<file path="src/core/tacb_pkg.sv">
// constants, types and register map of the 16-bit timer with reload, capture and baud ticks
package tacb_pkg;

    // special function register addresses
    localparam logic [7:0] ADDR_CONTROL = 8'hC8;
    localparam logic [7:0] ADDR_RCAP_LOW = 8'hCA;
    localparam logic [7:0] ADDR_RCAP_HIGH = 8'hCB;
    localparam logic [7:0] ADDR_COUNT_LOW = 8'hCC;
    localparam logic [7:0] ADDR_COUNT_HIGH = 8'hCD;

    // control register bit positions
    localparam int BIT_OVERFLOW_FLAG = 7;
    localparam int BIT_EXTERNAL_FLAG = 6;
    localparam int BIT_RX_BAUD_SELECT = 5;
    localparam int BIT_TX_BAUD_SELECT = 4;
    localparam int BIT_EXTERNAL_ENABLE = 3;
    localparam int BIT_RUN = 2;
    localparam int BIT_COUNTER_SELECT = 1;
    localparam int BIT_CAPTURE_SELECT = 0;

    // reset values
    localparam logic [7:0] RESET_CONTROL = 8'h00;
    localparam logic [15:0] RESET_COUNT = 16'h0000;
    localparam logic [15:0] RESET_RCAP = 16'h0000;
    localparam logic [15:0] COUNT_ALL_ONES = 16'hFFFF;
    localparam logic [7:0] READ_UNMAPPED = 8'h00;

    // operating modes
    typedef enum logic [1:0] {
        MODE_OFF = 2'b00,
        MODE_AUTORELOAD = 2'b01,
        MODE_CAPTURE = 2'b10,
        MODE_BAUD = 2'b11
    } tacb_mode_type;

endpackage

</file>
<file path="src/core/tacb_edge_if.sv">
// carrier for one synchronised pin level and its falling edge pulse
`timescale 1ns/1ps
`default_nettype none
interface tacb_edge_if;
    logic level; // synchronised pin level
    logic fall;  // one-cycle pulse on a 1-to-0 transition
    modport source (output level, output fall);
    modport sink (input level, input fall);
endinterface
`default_nettype wire

</file>
<file path="src/core/tacb_edge_sync.sv">
// two-flop synchroniser with falling edge detector for one pin
`timescale 1ns/1ps
`default_nettype none
module tacb_edge_sync (
    // clock and reset
    input wire logic sys_clk,
    input wire logic rst,
    // raw pin from outside the clock domain
    input wire logic pin,
    // synchronised level and edge
    tacb_edge_if.source edge_out
);

    // all state of the synchroniser
    typedef struct packed {
        logic meta;  // first flop, read only by the second
        logic sync;  // second flop, safe to use
        logic prev;  // previous synchronised sample
    } tacb_sync_type;

    tacb_sync_type s_q;
    tacb_sync_type s_d;

    // next state: shift the pin through the chain
    always_comb begin
        s_d = s_q;
        s_d.meta = pin;
        s_d.sync = s_q.meta;
        s_d.prev = s_q.sync;
    end

    // register; idle high so a pin held high at reset gives no false edge, while a pin held low at reset gives one falling edge
    always_ff @(posedge sys_clk or posedge rst) begin
        if (rst) begin
            s_q <= '1;
        end else begin
            s_q <= s_d;
        end
    end

    // edge compares successive synchronised samples only
    assign edge_out.level = s_q.sync;
    assign edge_out.fall = s_q.prev & ~s_q.sync;

endmodule
`default_nettype wire

</file>
<file path="src/core/tacb_timer.sv">
// 16-bit timer/counter with autoreload, capture and baud tick generation
`timescale 1ns/1ps
`default_nettype none
module tacb_timer (
    // clock and reset
    input wire logic sys_clk,
    input wire logic rst,
    // special function register port
    input wire logic [7:0] sfr_addr,
    input wire logic sfr_wr,
    input wire logic [7:0] sfr_wdata,
    input wire logic sfr_rd,
    output logic [7:0] sfr_rdata,
    output logic sfr_rvalid,
    // external pins
    input wire logic count_pin,
    input wire logic trigger_pin,
    // serial port baud ticks
    output logic rx_baud_tick,
    output logic tx_baud_tick,
    // interrupt request to the interrupt controller
    output logic irq
);

    // all state of the timer
    typedef struct packed {
        logic [7:0] control;   // timer2_control
        logic [15:0] count;    // count_high:count_low
        logic [15:0] rcap;     // reload_capture_high:reload_capture_low
        logic [7:0] rdata;     // registered read data
        logic rvalid;          // read answer strobe
        logic rx_tick;         // overflow pulse to the receiver
        logic tx_tick;         // overflow pulse to the transmitter
    } tacb_state_type;

    tacb_state_type s_q;
    tacb_state_type s_d;

    // synchronised pins
    tacb_edge_if count_edge ();
    tacb_edge_if trigger_edge ();

    // count pin through its synchroniser
    tacb_edge_sync u_count_sync (
        .sys_clk(sys_clk),
        .rst(rst),
        .pin(count_pin),
        .edge_out(count_edge)
    );

    // trigger pin through its synchroniser
    tacb_edge_sync u_trigger_sync (
        .sys_clk(sys_clk),
        .rst(rst),
        .pin(trigger_pin),
        .edge_out(trigger_edge)
    );

    // decode the operating mode from the control byte
    function automatic tacb_pkg::tacb_mode_type decode_mode(input logic [7:0] ctl);
        tacb_pkg::tacb_mode_type m;
        if (!ctl[tacb_pkg::BIT_RUN]) begin
            m = tacb_pkg::MODE_OFF;
        end else if (ctl[tacb_pkg::BIT_RX_BAUD_SELECT] || ctl[tacb_pkg::BIT_TX_BAUD_SELECT]) begin
            m = tacb_pkg::MODE_BAUD;
        end else if (ctl[tacb_pkg::BIT_CAPTURE_SELECT]) begin
            m = tacb_pkg::MODE_CAPTURE;
        end else begin
            m = tacb_pkg::MODE_AUTORELOAD;
        end
        return m;
    endfunction

    // true when a write strobe hits the given address
    function automatic logic write_hit(input logic wr, input logic [7:0] a,
                                       input logic [7:0] target);
        return wr && (a == target);
    endfunction

    // combinational helpers
    tacb_pkg::tacb_mode_type mode;
    logic inc;          // one count step this cycle
    logic overflow;     // count rolls from all ones
    logic trig;         // qualified trigger edge
    logic hw_count;     // hardware changes the count this cycle
    logic hw_rcap;      // hardware changes the reload pair this cycle
    logic set_ovf;      // overflow flag set event
    logic set_ext;      // external flag set event

    // event decode, kept apart from the state update for readability
    always_comb begin
        mode = decode_mode(s_q.control);
        // increment source: pin edges or every core clock
        if (s_q.control[tacb_pkg::BIT_COUNTER_SELECT]) begin
            inc = count_edge.fall;
        end else begin
            inc = 1'b1;
        end
        // stopped timer never advances
        if (mode == tacb_pkg::MODE_OFF) begin
            inc = 1'b0;
        end
        overflow = inc && (s_q.count == tacb_pkg::COUNT_ALL_ONES);
        // trigger edges count only with the external enable set
        trig = trigger_edge.fall && s_q.control[tacb_pkg::BIT_EXTERNAL_ENABLE] &&
               (mode != tacb_pkg::MODE_OFF);
        // overflow flag is never set while a baud select bit is on
        set_ovf = overflow && (mode != tacb_pkg::MODE_BAUD);
        // external flag: capture, reload, or extra interrupt source in baud mode
        set_ext = trig;
        // hardware count updates: step, reload on rollover, reload on trigger
        hw_count = inc || (trig && (mode == tacb_pkg::MODE_AUTORELOAD));
        // hardware reload pair update only on capture
        hw_rcap = trig && (mode == tacb_pkg::MODE_CAPTURE);
    end

    // next state
    always_comb begin
        s_d = s_q;
        s_d.rx_tick = 1'b0;
        s_d.tx_tick = 1'b0;
        s_d.rvalid = 1'b0;

        // software writes land first; hardware below overrides them
        if (write_hit(sfr_wr, sfr_addr, tacb_pkg::ADDR_CONTROL)) begin
            s_d.control = sfr_wdata;
        end
        if (write_hit(sfr_wr, sfr_addr, tacb_pkg::ADDR_COUNT_LOW)) begin
            s_d.count[7:0] = sfr_wdata;
        end
        if (write_hit(sfr_wr, sfr_addr, tacb_pkg::ADDR_COUNT_HIGH)) begin
            s_d.count[15:8] = sfr_wdata;
        end
        if (write_hit(sfr_wr, sfr_addr, tacb_pkg::ADDR_RCAP_LOW)) begin
            s_d.rcap[7:0] = sfr_wdata;
        end
        if (write_hit(sfr_wr, sfr_addr, tacb_pkg::ADDR_RCAP_HIGH)) begin
            s_d.rcap[15:8] = sfr_wdata;
        end

        // count update by hardware takes precedence over a byte write
        if (hw_count) begin
            case (mode)
                tacb_pkg::MODE_AUTORELOAD: begin
                    // rollover or trigger edge both reload the full 16 bits
                    if (overflow || trig) begin
                        s_d.count = s_q.rcap;
                    end else begin
                        s_d.count = s_q.count + 16'h0001;
                    end
                end
                tacb_pkg::MODE_CAPTURE: begin
                    // free running: wraps to zero, no reload
                    s_d.count = s_q.count + 16'h0001;
                end
                tacb_pkg::MODE_BAUD: begin
                    // forced autoreload regardless of the capture select bit
                    if (overflow) begin
                        s_d.count = s_q.rcap;
                    end else begin
                        s_d.count = s_q.count + 16'h0001;
                    end
                end
                default: begin
                    // off: hold the count
                    s_d.count = s_q.count;
                end
            endcase
        end

        // capture copies the current low and high count bytes
        if (hw_rcap) begin
            s_d.rcap = s_q.count;
        end

        // baud ticks: overflow pulses routed by the select bits
        if (overflow && (mode == tacb_pkg::MODE_BAUD)) begin
            s_d.rx_tick = s_q.control[tacb_pkg::BIT_RX_BAUD_SELECT];
            s_d.tx_tick = s_q.control[tacb_pkg::BIT_TX_BAUD_SELECT];
        end

        // flag sets win over a software clear in the same cycle
        if (set_ovf) begin
            s_d.control[tacb_pkg::BIT_OVERFLOW_FLAG] = 1'b1;
        end
        if (set_ext) begin
            s_d.control[tacb_pkg::BIT_EXTERNAL_FLAG] = 1'b1;
        end

        // read answer, one cycle after the strobe
        if (sfr_rd) begin
            s_d.rvalid = 1'b1;
            case (sfr_addr)
                tacb_pkg::ADDR_CONTROL: begin
                    s_d.rdata = s_q.control;
                end
                tacb_pkg::ADDR_RCAP_LOW: begin
                    s_d.rdata = s_q.rcap[7:0];
                end
                tacb_pkg::ADDR_RCAP_HIGH: begin
                    s_d.rdata = s_q.rcap[15:8];
                end
                tacb_pkg::ADDR_COUNT_LOW: begin
                    s_d.rdata = s_q.count[7:0];
                end
                tacb_pkg::ADDR_COUNT_HIGH: begin
                    s_d.rdata = s_q.count[15:8];
                end
                default: begin
                    // other addresses belong to other peripherals
                    s_d.rdata = tacb_pkg::READ_UNMAPPED;
                end
            endcase
        end
    end

    // state register
    always_ff @(posedge sys_clk or posedge rst) begin
        if (rst) begin
            s_q.control <= tacb_pkg::RESET_CONTROL;
            s_q.count <= tacb_pkg::RESET_COUNT;
            s_q.rcap <= tacb_pkg::RESET_RCAP;
            s_q.rdata <= tacb_pkg::READ_UNMAPPED;
            s_q.rvalid <= 1'b0;
            s_q.rx_tick <= 1'b0;
            s_q.tx_tick <= 1'b0;
        end else begin
            s_q <= s_d;
        end
    end

    // outputs straight from flops; the overflow flag is never set in
    // baud mode, so only the external flag can raise a request there
    assign sfr_rdata = s_q.rdata;
    assign sfr_rvalid = s_q.rvalid;
    assign rx_baud_tick = s_q.rx_tick;
    assign tx_baud_tick = s_q.tx_tick;
    assign irq = s_q.control[tacb_pkg::BIT_OVERFLOW_FLAG] |
                 s_q.control[tacb_pkg::BIT_EXTERNAL_FLAG];

endmodule
`default_nettype wire

</file>
<file path="config.mk">
export PLATFORM = sky130hd
export DESIGN_NAME = tacb_timer
export DESIGN_NICKNAME = d
export VERILOG_FILES = /design/src/core/tacb_pkg.sv /design/src/core/tacb_edge_if.sv /design/src/core/tacb_edge_sync.sv /design/src/core/tacb_timer.sv
export SDC_FILE = /design/constraint.sdc
export NUM_CORES = 1
export LEC_CHECK = 0
export BUFFER_PORTS_ARGS = -buffer_cell sky130_fd_sc_hd__buf_2
export CAP_MARGIN = 20
export CORE_MARGIN = 3
export CORE_UTILIZATION = 40
export DETAILED_ROUTE_END_ITERATION = 10
export PLACE_DENSITY_LB_ADDON = 0.2
export SLEW_MARGIN = 0
export SYNTH_ARGS = -nofsm -noshare
export SYNTH_HDL_FRONTEND = slang
export SYNTH_SLANG_ARGS = --single-unit
</file>
<file path="constraint.sdc">
create_clock -name sys_clk -period 2.5 [get_ports sys_clk]
set_input_delay 0.125 -clock sys_clk [delete_from_list [all_inputs] [get_ports sys_clk]]
set_output_delay 0.125 -clock sys_clk [all_outputs]
set_load 0.005 [all_outputs]
</file>
==> impl_results.md <==
* Synth top area cells: dfrtp_1 38%, mux2i_1 13%, dfstp_2 4.7%, nand2_1 4.6%, nand3_1 3.2%
* CORE AREA at 7890 µm²
* Setup_tns at 0 ps
* Die width at 97.2 µm
* Detailed-placement wirelength estimate at 6220 µm
* Psw at 985 µW
* Clk network pwr share at 27.8%
* CP endpoint kind: register
* Clk_lat worst skew at 340 ps
* Layout cells sized above 1 at 19.4%
* Largest register by flop count: s_q
* Clock sink count at 57
* DR vias at 2709
* Area occupied by multi-input gates at 1680 µm²
* CP cell instances: nand3_1 -> nor2_1 -> nand3_1 -> nor3_1 -> a221o_1
* Crit-path slowest cell: dfrtp_1
* Cell Pwr Density at 748 nW/µm²
* Final setup skew at 9.22 ps
* Flop pwr share at 49.6%
* CP startpoint kind: register
* CP max FO at 10
* Max Root-Sink Buffers at 2
* Hold slack at -29.2 ps
* Setup ws final at 549 ps
* Die H at 97.2 µm
* Clock root buffer: clkbuf_8
* WL/cell at 18.4 µm
* Final Util at 47.3%
* Post-DRT Antenna Nets at 0
* Cell mode on critical path: nand3_1
* DP Worst Slack at 553 ps
* R2R depth at 5
* Final worst path period need at 1950 ps
* # DRC at 0
* # IOs at 34
* Failing checks: hold timing
* Top cell type's share of synthesized area at 38.3%
* Flops & latches, synth at 57
* Achievable Freq at 512 MHz
* Nets at 395
* Switching share of total power at 35.3%
* Final period utilization at 78.1%
* R2r setup slk at 550 ps
* Rows at 32
* Pre-antenna DRT Iters at 4
* Vias per std cell at 5.66
* Die area at 9450 µm²
* First-pass GRT wire length at 14800 µm
* Most frequent cell after synthesis: dfrtp_1
* Largest net degree at the start of global routing at 58
* CTS tree: built
* CP required at 2780 ps
* Async S/R FF share, synth at 100%
* Netlist cell types at 49
* Post-Syn Nets at 372
* Post-synth top area cell: dfrtp_1
* Total global routing overflow at 0
* Data arrival, critical path at 2230 ps
* Routability cong. at 0.916
* Starting Density at 42.2%
* Total CTS buffers at 9
* Post-Syn Area at 3330 µm²
* P_leak at 1.70 nW
* Mapped Cells at 349
* Internal cell power at 1.81 mW
* Sequential element share of the synthesized area at 43.1%
* Reg-to-reg endpoint: s_q[50]$_DFFE_PP0P_
* Max reg flops at 40
* Initial antenna violation count at 0
* Syn_area_per_cell at 9.54 µm²
* Hold Violations, Final at 13
* CP peak stage delay at 480 ps
* Initial DRC count at 211
* Cell types with the highest counts after synthesis: 51 x dfrtp_1, 43 x mux2i_1, 41 x nand2_1
* Status: finished with violations
* RSZ-0062 raised after global routing: no
* Ys flop type: dfrtp_1
* Synthesis-to-layout area growth at 12.1%
* Rel. slew slack at 50.3%
* Final WL at 8820 µm
* Logic pwr share at 22.6%
* GRT Total Usage at 19.8%
* EDFF count, synth at 0
* Critical path class: register to register
* Diodes inserted at 0
* H-tree depth at 3
* Synth warn at 0
* Register Area at 1430 µm²
* Max_cap viols at 0
* Max Slew Vio Count at 0
* Reg2reg start: s_q[29]$_DFFE_PP0P_
* Setup-failing EPs final at 0
* # fillers at 779
* Port Buf Inserts at 33
* Worst vdd ir at 0.406 mV
* Slew @ Worst Pin at 745 ps
* Clock slew at reported path FFs at 60 ps
* Worst Hold Class: input port to asynchronous set/reset pin
* Number of global-route vias before repair at 2758
[routing by layer]
metal | up-vias | global-route usage [%] | wire length (µm)
li1 | 1290 | - | -
met3 | 13 | 4.81 | 476
met5 | - | 0 | 0
met2 | 69 | 31.8 | 4140
met1 | 1337 | 26.3 | 4050
met4 | 0 | 6.60 | 145
[logic make-up (layout without fill, tap and decap cells)]
| group | count (synthesis) | after routing | share of synthesized area [%] |
|---|---|---|---|
| simple gates | 107 | 107 | 16.5 |
| compound gates | 71 | 71 | 13.3 |
| flops | 57 | 57 | 43.1 |
| mux | 53 | 53 | 16.3 |
| buf+inv | 46 | 74 | 6.73 |
| xor+xnor | 14 | 14 | 3.68 |
| fa+ha+maj | 1 | 1 | 0.376 |
[metrics by stage]
stage | instances | hold slack, ps | total power [mW] | cell area (µm²)
after floorplan | 349 | 129 | 1.84 | 3330
after global placement | 460 | 230 | 2.00 | 3530
after detailed placement | 460 | 232 | 2.02 | 3530
after CTS | 479 | 9.31 | 2.81 | 3730
after global routing | 479 | 61.0 | 2.99 | 3730
final | 479 | -29.2 | 2.79 | 3730
[final cells by class]
type / count / share of cell area, %
multi-input combinational: 246 / 44.9
sequential: 57 / 38.4
timing repair buffer: 47 / 7.44
clock buffer: 13 / 4.26
tap: 102 / 3.42
inverter: 11 / 1.11
clock inverter: 3 / 0.402
[layout by cell type, fill, tap and decap left out, types with 5 or more instances in the layout]
| cell type | instances |
|---|---|
| o21ai_1 | 14 |
| o21ai_0 | 21 |
| buf_4 | 11 |
| nand4_1 | 5 |
| clkbuf_8 | 11 |
| nor4_1 | 6 |
| mux2_1 | 6 |
| dfrtp_1 | 51 |
| mux2i_1 | 43 |
| nor2_1 | 9 |
| xnor2_1 | 6 |
| nand3_1 | 21 |
| o211ai_1 | 12 |
| dfstp_2 | 6 |
| o22ai_1 | 8 |
| buf_2 | 33 |
| xor2_1 | 8 |
| inv_1 | 10 |
| nand2_1 | 41 |
[how the worst max path moves through the flow]
stage | endpoint | slack, ps | depth (start not counted) | from
2_1_floorplan | s_q[33]$_DFFE_PP0P_ | 750 | 7 | s_q[47]$_DFFE_PP0P_
3_3_place_gp | s_q[50]$_DFFE_PP0P_ | 590 | 6 | sfr_addr[4]
3_5_place_dp | s_q[50]$_DFFE_PP0P_ | 550 | 5 | s_q[29]$_DFFE_PP0P_
4_1_cts | s_q[50]$_DFFE_PP0P_ | 530 | 5 | s_q[29]$_DFFE_PP0P_
5_1_grt | s_q[50]$_DFFE_PP0P_ | 330 | 5 | s_q[29]$_DFFE_PP0P_
6_report | s_q[50]$_DFFE_PP0P_ | 550 | 5 | s_q[29]$_DFFE_PP0P_
[power groups by stage]
| stage | clock (mW) | combinational [mW] | sequential, mW |
|---|---|---|---|
| finish | 0.776 | 0.631 | 1.39 |
| global route | 0.847 | 0.727 | 1.42 |
| CTS | 0.800 | 0.634 | 1.38 |
| detailed placement | 0 | 0.627 | 1.39 |
| global placement | 0 | 0.612 | 1.39 |
| floorplan | 0 | 0.622 | 1.22 |
[worst max-delay path, delay by kind of cell, from the launching register on]
kind	cells	cell delay [ps]
and+or+nand+nor	4	1220
DFF	1	480
AOI/OAI and AO/OA	1	200
[timing repair]
item / CTS / global route
resized for setup: 0 / 0
hold endpoints to repair: 3 / 0
buffers inserted: 0 / 0
hold buffers: 3 / 0
Power figures use the tool's default switching activity.
